**config.mk**
```make
export PLATFORM = sky130hd
export DESIGN_NAME = multi_rail_power_sequencer
export DESIGN_NICKNAME = d
export VERILOG_FILES = /design/src/inc/pwrseq_pkg.sv /design/src/hw/multi_rail_power_sequencer.sv
export VERILOG_INCLUDE_DIRS = /design/src /design/src/inc
export SDC_FILE = /design/constraint.sdc
export NUM_CORES = 2
export LEC_CHECK = 0
export ABC_AREA = 1
export ABC_CLOCK_PERIOD_IN_PS = 8900
export BUFFER_PORTS_ARGS = -buffer_cell sky130_fd_sc_hd__buf_2
export CORE_AREA = 2 2 410 412
export DETAILED_ROUTE_END_ITERATION = 16
export DIE_AREA = 0 0 412 414
export PLACE_DENSITY_LB_ADDON = 0.05
export SLEW_MARGIN = 20
export SYNTH_ARGS = -nofsm -noshare
export SYNTH_HDL_FRONTEND = slang
export SYNTH_SLANG_ARGS = --single-unit
```
**constraint.sdc**
```tcl
create_clock -name clk_in -period 8.9 [get_ports clk_in]
set_input_delay 1.78 -clock clk_in [delete_from_list [all_inputs] [get_ports clk_in]]
set_output_delay 1.78 -clock clk_in [all_outputs]
set_load 0.05 [all_outputs]
```
**src/inc/pwrseq_defs.svh**
```systemverilog
// Purpose: constants of the multi-rail power sequencer
// Assumes: 40 MHz core clock
// Notes:   times in ms are 12-bit fields
`ifndef PWRSEQ_DEFS_SVH
`define PWRSEQ_DEFS_SVH

// ----------------------------------------------------------------
// sizes
// ----------------------------------------------------------------
`define RAILS          10
`define TIME_W         12

// ----------------------------------------------------------------
// timing
// ----------------------------------------------------------------
`define CLK_PERIOD_NS  25
`define MS_NS          1000000
`define TICK_CYCLES    (`MS_NS / `CLK_PERIOD_NS)
`define MAX_DELAY_MS   3276
`define CNT_RST        12'h000
`define CNT_SAT        12'hfff

// ----------------------------------------------------------------
// rail fault status byte
// ----------------------------------------------------------------
`define FB_OV          0
`define FB_UV          1
`define FB_RISE        2
`define FB_OC          3
`define FB_UC          4
`define FB_OT          5
`define FB_SEQ_UP      6
`define FB_SEQ_DOWN    7

// ----------------------------------------------------------------
// common status byte
// ----------------------------------------------------------------
`define CS_LOG_NE      0

`endif

```
**src/inc/pwrseq_pkg.sv**
```systemverilog
// Purpose: types of the multi-rail power sequencer
// Assumes: pwrseq_defs.svh on the include path
// Notes:   one-hot rail states
`include "pwrseq_defs.svh"
package pwrseq_pkg;

	typedef enum logic [5:0] {
		ST_OFF      = 6'h01,
		ST_WAIT_ON  = 6'h02,
		ST_RISE     = 6'h04,
		ST_ON       = 6'h08,
		ST_WAIT_OFF = 6'h10,
		ST_FALL     = 6'h20
	} rail_state_t;

	typedef enum logic [1:0] {
		RESP_RESTART   = 2'h0,
		RESP_IMMEDIATE = 2'h1,
		RESP_SEQ_OFF   = 2'h2,
		RESP_GROUP     = 2'h3
	} resp_t;

	typedef struct packed {
		logic                monitor_only;
		logic                auto_en;
		logic                use_op;
		logic                use_pin;
		logic                monitored;
		logic [`RAILS-1:0]   parents;
		logic [`RAILS-1:0]   slaves;
		logic                gpi_en;
		logic [2:0]          gpi_sel;
		logic                gpi_level;
		logic [`TIME_W-1:0]  turn_on_delay;
		logic [`TIME_W-1:0]  turn_off_delay;
		logic [`TIME_W-1:0]  max_rise_time_limit;
		logic [`TIME_W-1:0]  max_fall_time_limit;
		resp_t               resp;
	} rail_cfg_t;

	typedef struct packed {
		logic pg_on;
		logic below_pg_off;
		logic uv_warn;
		logic uv_fault;
		logic ov_warn;
		logic ov_fault;
		logic overcurrent_fault;
		logic undercurrent_fault;
		logic overtemperature_fault;
	} rail_mon_t;

	typedef struct packed {
		rail_state_t         st;
		logic [`TIME_W-1:0]  cnt;
		logic                en;
		logic                pg;
		logic                lock;
		logic                warn;
		logic [7:0]          flt;
	} rail_st_t;

	typedef struct packed {
		rail_st_t [`RAILS-1:0] r;
		logic [15:0]           div;
		logic                  tick;
		logic [7:0]            gin_flt;
		logic                  log_ne;
		logic                  log_v;
		logic [3:0]            log_rail;
		logic [7:0]            log_bits;
		logic                  store;
	} core_t;

endpackage
```
**src/hw/multi_rail_power_sequencer.sv**
```systemverilog
// Purpose: sequences up to ten supply rails on and off and
//          supervises them once in regulation
// Assumes: comparator flags per rail arrive synchronous to clk_in
// Notes:   all times count in 1 ms ticks from a shared divider
`timescale 1ns/10ps
`default_nettype none
`include "pwrseq_defs.svh"
module multi_rail_power_sequencer
	import pwrseq_pkg::*;
#(
	parameter int NUM_RAILS   = `RAILS,
	parameter int TICK_CYCLES = `TICK_CYCLES
) (
	input  wire logic                        clk_in,
	input  wire logic                        rstn_in,
	input  wire logic                        host_sequence_pin_in,
	input  wire logic                        op_on_in,
	input  wire logic                        clear_faults_in,
	input  wire logic                        log_clear_in,
	input  wire logic                        store_config_in,
	input  wire logic [7:0]                  general_input_in,
	input  wire logic [7:0]                  gpi_fault_mask_in,
	input  wire logic [`TIME_W-1:0]          sequence_up_timeout_in,
	input  wire rail_cfg_t [NUM_RAILS-1:0]   cfg_in,
	input  wire rail_mon_t [NUM_RAILS-1:0]   mon_in,
	output logic [NUM_RAILS-1:0]             enable_out,
	output logic [NUM_RAILS-1:0]             power_good_out,
	output logic [NUM_RAILS-1:0]             warn_out,
	output logic [NUM_RAILS-1:0][7:0]        rail_fault_status_out,
	output logic [7:0]                       input_fault_status_out,
	output logic [7:0]                       common_status_out,
	output logic                             log_valid_out,
	output logic [3:0]                       log_rail_out,
	output logic [7:0]                       log_bits_out,
	output logic                             store_config_out
);

	// ------------------------------------------------------------
	// parameter checks
	// ------------------------------------------------------------
	if (NUM_RAILS < 1 || NUM_RAILS > `RAILS) begin : g_bad_rails
		$error("NUM_RAILS out of range");
	end
	if (TICK_CYCLES < 1 || TICK_CYCLES > 65536) begin : g_bad_tick
		$error("TICK_CYCLES out of range");
	end

	localparam rail_st_t RAIL_RST = '{st: ST_OFF, cnt: `CNT_RST,
		en: 1'b0, pg: 1'b0, lock: 1'b0, warn: 1'b0, flt: 8'h00};
	localparam core_t CORE_RST = '{r: {`RAILS{RAIL_RST}},
		default: '0};

	function automatic logic [`TIME_W-1:0] bump(
		input logic [`TIME_W-1:0] c,
		input logic               t
	);
		bump = (t && c != `CNT_SAT) ? c + `TIME_W'(1) : c;
	endfunction

	function automatic logic expired(
		input logic [`TIME_W-1:0] c,
		input logic [`TIME_W-1:0] lim
	);
		expired = (c >= lim);
	endfunction

	core_t                  q;
	core_t                  n;
	logic [`RAILS-1:0]      pgv;
	logic [`RAILS-1:0]      hit_v;
	logic [`RAILS-1:0]      slk_v;
	logic [`RAILS-1:0]      skl_v;
	logic [`RAILS-1:0]      dep_v;
	logic [`RAILS-1:0]      go_v;
	logic [`RAILS-1:0][7:0] fb_v;

	// ------------------------------------------------------------
	// next state
	// ------------------------------------------------------------
	always_comb begin
		rail_cfg_t  c;
		rail_mon_t  m;
		rail_st_t   r;
		logic       cmd;
		logic       imm;
		logic       seq;
		logic [7:0] nw;
		c = '0;
		m = '0;
		r = RAIL_RST;
		cmd = 1'b0;
		imm = 1'b0;
		seq = 1'b0;
		nw = 8'h00;
		n = q;
		pgv = '0;
		hit_v = '0;
		slk_v = '0;
		skl_v = '0;
		dep_v = '0;
		go_v = '0;
		fb_v = '0;
		n.tick = (q.div == 16'(TICK_CYCLES - 1));
		n.div = n.tick ? 16'h0000 : q.div + 16'h0001;
		n.store = store_config_in;
		n.log_v = 1'b0;
		n.gin_flt = (q.gin_flt & ~{8{clear_faults_in}})
			| (general_input_in & gpi_fault_mask_in);
		for (int i = 0; i < NUM_RAILS; i++) begin
			pgv[i] = q.r[i].pg;
		end
		// fault detection on each rail
		for (int i = 0; i < NUM_RAILS; i++) begin
			c = cfg_in[i];
			m = mon_in[i];
			r = q.r[i];
			if (r.st == ST_ON && r.pg) begin
				fb_v[i][`FB_OV] = m.ov_fault;
				fb_v[i][`FB_UV] = m.uv_fault;
				fb_v[i][`FB_OC] = m.overcurrent_fault;
				fb_v[i][`FB_UC] = m.undercurrent_fault;
				fb_v[i][`FB_OT] = m.overtemperature_fault;
			end
			// rise time bounded; zero is unbounded
			if (r.st == ST_RISE && c.monitored && !m.pg_on
				&& c.max_rise_time_limit != `CNT_RST
				&& expired(r.cnt, c.max_rise_time_limit)) begin
				fb_v[i][`FB_RISE] = 1'b1;
			end
			hit_v[i] = |fb_v[i];
		end
		// faulted rail shuts its slaves down
		for (int j = 0; j < NUM_RAILS; j++) begin
			for (int i = 0; i < NUM_RAILS; i++) begin
				if (hit_v[i] && cfg_in[i].slaves[j]) begin
					skl_v[j] = 1'b1;
					if (cfg_in[i].resp == RESP_IMMEDIATE
						|| cfg_in[i].resp == RESP_SEQ_OFF) begin
						slk_v[j] = 1'b1;
					end
				end
			end
		end
		// per-rail sequencing
		for (int i = 0; i < NUM_RAILS; i++) begin
			c = cfg_in[i];
			m = mon_in[i];
			r = q.r[i];
			cmd = !c.monitor_only && (c.auto_en
				|| (c.use_pin && host_sequence_pin_in)
				|| (c.use_op && op_on_in));
			dep_v[i] = ((c.parents & ~pgv) == '0)
				&& (!c.gpi_en
				|| general_input_in[c.gpi_sel] == c.gpi_level);
			if (!cmd) begin
				n.r[i].lock = 1'b0;
			end
			// restart and immediate drop at once
			imm = hit_v[i] && (c.resp == RESP_IMMEDIATE
				|| c.resp == RESP_RESTART);
			seq = (hit_v[i] && !imm) || skl_v[i]
				|| !cmd || r.lock;
			if ((hit_v[i] && (c.resp == RESP_IMMEDIATE
				|| c.resp == RESP_SEQ_OFF)) || slk_v[i]) begin
				n.r[i].lock = 1'b1;
			end
			go_v[i] = cmd && !r.lock;
			if (c.monitored) begin
				if (m.below_pg_off) begin
					n.r[i].pg = 1'b0;
				end
				if (r.en && m.pg_on) begin
					n.r[i].pg = 1'b1;
				end
			end
			n.r[i].warn = r.st == ST_ON && r.pg
				&& (m.uv_warn || m.ov_warn);
			case (r.st)
				ST_OFF: begin
					n.r[i].cnt = `CNT_RST;
					// commanded rails (auto, pin or op) start when conditions met
					if (go_v[i] && dep_v[i]) begin
						n.r[i].st = ST_WAIT_ON;
					end else if (go_v[i]) begin
						n.r[i].cnt = bump(r.cnt, q.tick);
						if (sequence_up_timeout_in != `CNT_RST
							&& expired(r.cnt,
							sequence_up_timeout_in)) begin
							fb_v[i][`FB_SEQ_UP] = 1'b1;
						end
					end
				end
				ST_WAIT_ON: begin
					if (!go_v[i] || !dep_v[i]) begin
						n.r[i].st = ST_OFF;
						n.r[i].cnt = `CNT_RST;
					end else if (expired(r.cnt,
						c.turn_on_delay)) begin
						n.r[i].st = ST_RISE;
						n.r[i].en = 1'b1;
						n.r[i].cnt = `CNT_RST;
					end else begin
						n.r[i].cnt = bump(r.cnt, q.tick);
					end
				end
				ST_RISE: begin
					n.r[i].cnt = bump(r.cnt, q.tick);
					if (c.monitored && n.r[i].pg) begin
						n.r[i].st = ST_ON;
					end else if (!c.monitored && expired(r.cnt,
						c.max_rise_time_limit)) begin
						n.r[i].st = ST_ON;
						n.r[i].pg = 1'b1;
					end
				end
				ST_ON: begin
					n.r[i].cnt = `CNT_RST;
				end
				ST_WAIT_OFF: begin
					if (expired(r.cnt, c.turn_off_delay)) begin
						n.r[i].st = ST_FALL;
						n.r[i].en = 1'b0;
						n.r[i].cnt = `CNT_RST;
					end else begin
						n.r[i].cnt = bump(r.cnt, q.tick);
					end
				end
				ST_FALL: begin
					n.r[i].cnt = bump(r.cnt, q.tick);
					if (c.monitored && !n.r[i].pg) begin
						n.r[i].st = ST_OFF;
					end else if (expired(r.cnt,
						c.max_fall_time_limit)) begin
						n.r[i].st = ST_OFF;
						// monitored pg keeps following the off limit
						if (c.monitored) begin
							fb_v[i][`FB_SEQ_DOWN] = 1'b1;
						end else begin
							n.r[i].pg = 1'b0;
						end
					end
				end
				default: begin
					n.r[i] = RAIL_RST;
				end
			endcase
			if (r.en && imm) begin
				n.r[i].st = ST_FALL;
				n.r[i].en = 1'b0;
				n.r[i].cnt = `CNT_RST;
			end else if (r.en && seq && r.st != ST_WAIT_OFF) begin
				n.r[i].st = ST_WAIT_OFF;
				n.r[i].cnt = `CNT_RST;
			end
			// sticky fault byte, a new event beats clear
			n.r[i].flt = (r.flt & ~{8{clear_faults_in}})
				| fb_v[i];
		end
		// lowest rail with a new event is logged
		for (int i = NUM_RAILS - 1; i >= 0; i--) begin
			nw = fb_v[i] & ~q.r[i].flt;
			if (nw != 8'h00) begin
				n.log_v = 1'b1;
				n.log_rail = 4'(i);
				n.log_bits = nw;
			end
		end
		n.log_ne = (q.log_ne && !log_clear_in) || n.log_v;
	end

	always_ff @(posedge clk_in) begin
		if (!rstn_in) begin
			q <= CORE_RST;
		end else begin
			q <= n;
		end
	end

	// ------------------------------------------------------------
	// outputs
	// ------------------------------------------------------------
	always_comb begin
		for (int i = 0; i < NUM_RAILS; i++) begin
			enable_out[i] = q.r[i].en;
			power_good_out[i] = q.r[i].pg;
			warn_out[i] = q.r[i].warn;
			rail_fault_status_out[i] = q.r[i].flt;
		end
		common_status_out = 8'h00;
		common_status_out[`CS_LOG_NE] = q.log_ne;
	end

	assign input_fault_status_out = q.gin_flt;
	assign log_valid_out = q.log_v;
	assign log_rail_out = q.log_rail;
	assign log_bits_out = q.log_bits;
	assign store_config_out = q.store;

	for (genvar g = 0; g < NUM_RAILS; g++) begin : g_rail_chk

	end

	if (NUM_RAILS > 1) begin : g_slave_chk

	end
endmodule
`default_nettype wire

```
* Yosys cells after proc, flatten, opt, wreduce, memory -nomap -nowiden
Index checks and enable logic that the tools add are counted.
Word-level totals: output and inout bits 140, logic and storage cells 2034, register bits 340, input port bits 925
Operators by class: reduce and logical (&&, ||, !) cells 724, equality and inequality tests 311, add/sub/neg operators 11, order comparisons 60, mux-type cells 751, bitwise logic cells 76
Operator list (count):
- 12-bit >= comparator | 50
- 12-bit two-way mux | 50
- 18-bit two-way mux | 30
- 1-bit two-way mux | 521
- 12-bit one-hot mux with 4 select lines | 10
- 6-bit two-way mux | 70
- 6-bit one-hot mux with 6 select lines | 10
- 1-bit logical AND | 341
- 6-bit AND reduction | 30
- 8-bit bitwise AND | 22
- 4-bit != test (second input constant) | 40
- 12-bit nonzero test | 11
- 13-bit two-way mux | 10
- 12-bit by 1-bit adder with 12-bit output (second input constant) | 10
- 12-bit != test (second input constant) | 10
- 3-bit != test (second input constant) | 40
- 6-bit OR reduction | 20
- 1-bit logical OR | 111
- 1-bit zero test | 101
- 10-bit bitwise AND | 10
- 10-bit zero test | 10
- 5-bit != test (second input constant) | 20
- 8-bit NOT | 11
- 8-bit bitwise OR | 11
- 37 further kinds | 384

* Logic depth before layout (Yosys ltp)
depth in word-level cells 29, mapped depth 25, depth with buffers taken out 25

* Worst setup path before layout
Ideal clock, no wire load.
path type input -> register, start point in sequence_up_timeout_in[9], end point reg q, in the netlist log_bits_out[5], arrival 3.952 ns, stages 19, buffers on the path 0, slack 4.834 ns, required time 8.787 ns, library setup time 0.113 ns, cell sequence inv_1 ha_1 a21oi_1 nor2_1 nor3b_1 nand4_1 nand2_1 nor2_1 nand4_1 nor3b_2 nand2_2 nor2_2 nand2_2 nor2_8 nand2_8 clkinv_8 nor2_4 nand3_1 nand2_1
Between the ends: longest elaborated chain between the ends 17, elaborated cells on any way between the ends 91, classes of those cells 10 x order compare; 49 x mux; 10 x bitwise; 22 x reduce/logical
RTL lines:
- start: declaration | line multi_rail_power_sequencer.sv:23 | input wire logic [`TIME_W-1:0] sequence_up_timeout_in,
- 12-bit >= comparator or 12-bit nonzero test (tied branches)
- 1-bit logical AND | line multi_rail_power_sequencer.sv:186 | if (sequence_up_timeout_in != `CNT_RST
- 1-bit two-way mux | line multi_rail_power_sequencer.sv:186
- 1-bit two-way mux | line multi_rail_power_sequencer.sv:184 | end else if (go_v[i]) begin
- 1-bit two-way mux | line multi_rail_power_sequencer.sv:182 | if (go_v[i] && dep_v[i]) begin
- 1-bit two-way mux | line multi_rail_power_sequencer.sv:178 | case (r.st)
- 8-bit bitwise AND | line multi_rail_power_sequencer.sv:261 | nw = fb_v[i] & ~q.r[i].flt;
- 8-bit nonzero test | line multi_rail_power_sequencer.sv:262 | if (nw != 8'h00) begin
- 13-bit two-way mux (9 in series) | line multi_rail_power_sequencer.sv:262
- end signal: assignment | line multi_rail_power_sequencer.sv:275 | q <= n;
- end: declaration | line multi_rail_power_sequencer.sv:67 | core_t q;
Parallel ways exist; a longest one is shown, timed or not. A chain may end at the register's enable or synchronous reset.

* Worst setup path in the final report
start point in sequence_up_timeout_in[6], end point reg q, in the netlist log_bits_out[5]
Same word-level chain as after synthesis.

==> results.md <==
- Final setup skew: 0.03609 ns
- Worst relative slew slack: 0.1920
- Wire length per cell: 25.23 um
- Filler cells: 18928
- Hold Vio Cnt, Final: 0
- Htree depth: 2
- Dpl hpwl: 196900 um
- HP Class: flop to flop
- Largest net degree at the start of global routing: 55
- Compound-Gate Fraction of Synth Area: 0.1471
- Row cnt: 150
- Gr ovfl total: 0
- Logic pwr share: 0.341
- CP Launch Type: primary input
- Hold Buf Count CTS: 0
- CP required: 9.44 ns
- Maximum fanout along the worst path: 17
- CTS tree: yes
- Warnings from Yosys: 0
- Sw Pwr: 2.323 mW
- RePlAce Congestion: 0.9200
- Initial core utilization: 0.2272
- WHS: 0.4626 ns
- Setup TNS: 0 ns
- Initial antenna violation count: 89
- Iter 0 DRT Violations: 2731
- Final Setup Violations: 0
- Net Sw Frac: 0.4013
- Clk root buf: clkbuf_16
- Core area: 0.1663 mm2
- Total Routing Usage GR: 0.2597
- Clk Latency, worst-skew pair: 0.67 ns
- Cells after synthesis: 5841
- Int Pwr: 3.465 mW
- Max Freq: 184.7 MHz
- Post-CTS resize count: 0
- RSZ-0062 raised after global routing: false
- Crit. End Element: flop
- Reg power frac: 0.289
- TritonCTS Buffers: 50
- Syn Area/Cell: 6.469 um2
- Cell breakdown of the critical path: buf_2 > inv_2 > nand3_1 > nor3_2 > inv_2 > nand2_1 > nor2_1 > nand4_1 > nand4_2 > nor2_1 > nand2_1 > nand2_1 > nand2_1 > nand2_1 > nand2_1 > nand2_1 > nand2_1 > nand3_1 > nand2_1
- DRT antenna net count: 0
- Detailed Route WL: 228900 um
- Synth cell types: 83
- Crit Path Category: primary input to flop
- Max cap viols: 0
- Register bit count reported by yosys: 340
- Leak: 25.07 nW
- Simple-gate share of the synthesized area: 0.2913
- Max-slew violation count: 0
- Via density: 4.657
- Crit path arrival time: 5.95 ns
- NumNets Final: 8361
- Sequential area share after synthesis: 0.1801
- Slowest cell on the critical path: nor3_2
- VDD IR max: 0.1462 mV
- Synth Flop Type: dfxtp_1
- Final Cycle Share: 0.6084
- Area of the multi-input gates: 0.02536 mm2
- Status: complete, no violations
- Synth Area in XOR/XNOR: 0.02179
- Die area: 0.1706 mm2
- First-pass GRT wire length: 313900 um
- EDFF count, synth: 0
- Max incr delay on CP: 0.81 ns
- Layout area overhead: 23.33%
- Min Tclk post-route: 5.414 ns
- Clock share of power: 0.370
- Via Count: 42247
- Vias in the first global route: 41758
- Largest family of logic cells by synthesized area: simple AND/OR/NAND/NOR gates
- TritonRoute pass-1 iters: 7
- Pwr/cell area: 124.2 mW/mm2
- IO Pins: 1065
- Sequential Area: 0.006808 mm2
- Most frequent cell on the critical path: nand2_1
- Cell Area, Synth: 0.03779 mm2
- Share of cells above drive strength 1: 0.2035
- Die H: 414 um
- PortBufs: 1057
- Worst-Margin Slew: 1.208 ns
- Post-synthesis mux area share: 0.0007947
- Chip Width: 412 um
- CTS sink cnt: 340
- Clock buffer depth: 3
- Adder-cell share of the synthesized area: 0.2089
- Reg clk slew, reported paths: 0.06 ns
- Post-CTS Setup Repair Bufs: 0
- DRC: 0
- Share of flip-flops with an asynchronous set or reset: 0
## worst max-delay path: cells and delay by family
family,cells,cell delay (ns)
and+or+nand+nor,16,3.05
buffers and inverters,3,1.08
## layer usage
| metal | part of all wire | vias to the layer above | routed length (um) | track usage |
|---|---|---|---|---|
| li1 | - | 21036 | - | - |
| met2 | 0.48 | 1384 | 110600 | 0.4575 |
| met5 | 0.0017 | - | 384 | 0 |
| met4 | 0.031 | 58 | 7163 | 0.07417 |
| met1 | 0.42 | 19465 | 95870 | 0.3190 |
| met3 | 0.065 | 304 | 14880 | 0.04727 |
## synth_stat cells, types with 21 or more instances
| cell type | n | area [um2] |
|---|---|---|
| inv_2 | 40 | 150.1 |
| inv_1 | 1095 | 4110 |
| nor4_1 | 51 | 319.1 |
| clkbuf_1 | 22 | 82.58 |
| or2_2 | 25 | 156.4 |
| nand2_1 | 1105 | 4148 |
| a31oi_1 | 41 | 256.5 |
| o21ai_0 | 200 | 1001 |
| nand3_1 | 289 | 1446 |
| a21oi_1 | 501 | 2507 |
| nand4_1 | 132 | 825.8 |
| nor2_2 | 43 | 269.0 |
| ha_1 | 631 | 7895 |
| a211oi_1 | 31 | 232.7 |
| nor2_1 | 595 | 2233 |
| xor2_1 | 75 | 656.9 |
| dfxtp_1 | 340 | 6807 |
| o21ai_1 | 21 | 105.1 |
| buf_4 | 150 | 1126 |
| nor3_1 | 102 | 510.5 |
## flip-flops by register name, indices dropped and copies added, names as in the netlist
name	flops
q	207
rail_fault_status_out	80
enable_out	10
power_good_out	10
warn_out	10
input_fault_status_out	8
log_bits_out	8
log_rail_out	4
common_status_out	1
log_valid_out	1
store_config_out	1
## power by group through the flow
stage	registers [mW]	logic, mW	clock network, mW
floorplan	1.68	1.16	0
global placement	1.71	1.99	0
detailed placement	1.71	1.97	0
CTS	1.67	1.98	2.21
global route	1.68	2.18	2.25
finish	1.67	1.97	2.14
## metrics by stage
step / cells / instance area (um2) / worst slack [ns] / util / power (mW)
6_report: 9071 / 46600 / 3.486 / 0.2803 / 5.787
3_5_place_dp: 8957 / 44870 / 2.655 / 0.2698 / 3.679
5_1_grt: 9056 / 46570 / 3.235 / 0.2800 / 6.111
4_1_cts: 9050 / 46550 / 3.351 / 0.2799 / 5.865
3_3_place_gp: 8957 / 44860 / 2.621 / 0.2698 / 3.694
2_1_floorplan: 5847 / 37810 / 4.834 / - / 2.837
## path summary, 6_finish.rpt
path	from	end	slack (ns)	cells past startpoint
worst max-delay path	sequence_up_timeout_in[6]	log_bits_out[5]	3.49	19
worst min-delay path	q[24]	q[24]	0.46	1
worst max register to register	power_good_out[1]	q[121]	4.41	16
worst min register to register	q[24]	q[24]	0.46	1
## kinds of logic after synthesis
logic type | count (synthesis)
AND/OR/NAND/NOR | 2464
AO/OA/AOI/OAI | 972
multiplexers | 3
buffers and inverters | 1336
XOR/XNOR | 94
adder cells (fa/ha/maj) | 631
other | 1
flip-flops | 340
## cells in the final DEF (no fill, tap or decap), types with 11 or more instances in the layout
master | netlist | layout
nand3b_1 | 20 | 20
nor3b_1 | 17 | 17
nand4_2 | 11 | 11
nand2_1 | 1105 | 1105
o2111ai_1 | 14 | 14
nor3_1 | 102 | 101
a211oi_1 | 31 | 31
o211ai_1 | 20 | 20
nand2_2 | 17 | 17
inv_2 | 40 | 50
inv_1 | 1095 | 1083
nand4_1 | 132 | 132
a31oi_1 | 41 | 41
or2_2 | 25 | 25
o21ai_1 | 21 | 23
ha_1 | 631 | 631
o31ai_1 | 20 | 20
nand3_2 | 11 | 11
o22ai_1 | 16 | 16
a21oi_1 | 501 | 501
nor4_1 | 51 | 50
xnor2_1 | 19 | 19
o21a_1 | 20 | 20
a221oi_1 | 20 | 20
xor2_1 | 75 | 75
dfxtp_1 | 340 | 339
nor2_1 | 595 | 595
nor2_2 | 43 | 43
buf_4 | 150 | 48
diode_2 | 0 | 21
clkbuf_8 | 2 | 12
o21ai_0 | 200 | 198
clkbuf_16 | 0 | 50
clkbuf_1 | 22 | 11
buf_2 | 16 | 1057
nand3_1 | 289 | 289
## area by class of cell
| cell class | instances | share of cell area |
|---|---|---|
| Antenna cell | 21 | 0.001128 |
| Inverter | 1137 | 0.09201 |
| Clock buffer | 73 | 0.03128 |
| Sequential cell | 340 | 0.1461 |
| Timing Repair Buffer | 1105 | 0.1212 |
| Tap cell | 2204 | 0.05917 |
| Multi-Input combinational cell | 4171 | 0.5442 |
| Clock inverter | 20 | 0.004886 |
Power figures use the tool's default switching activity.
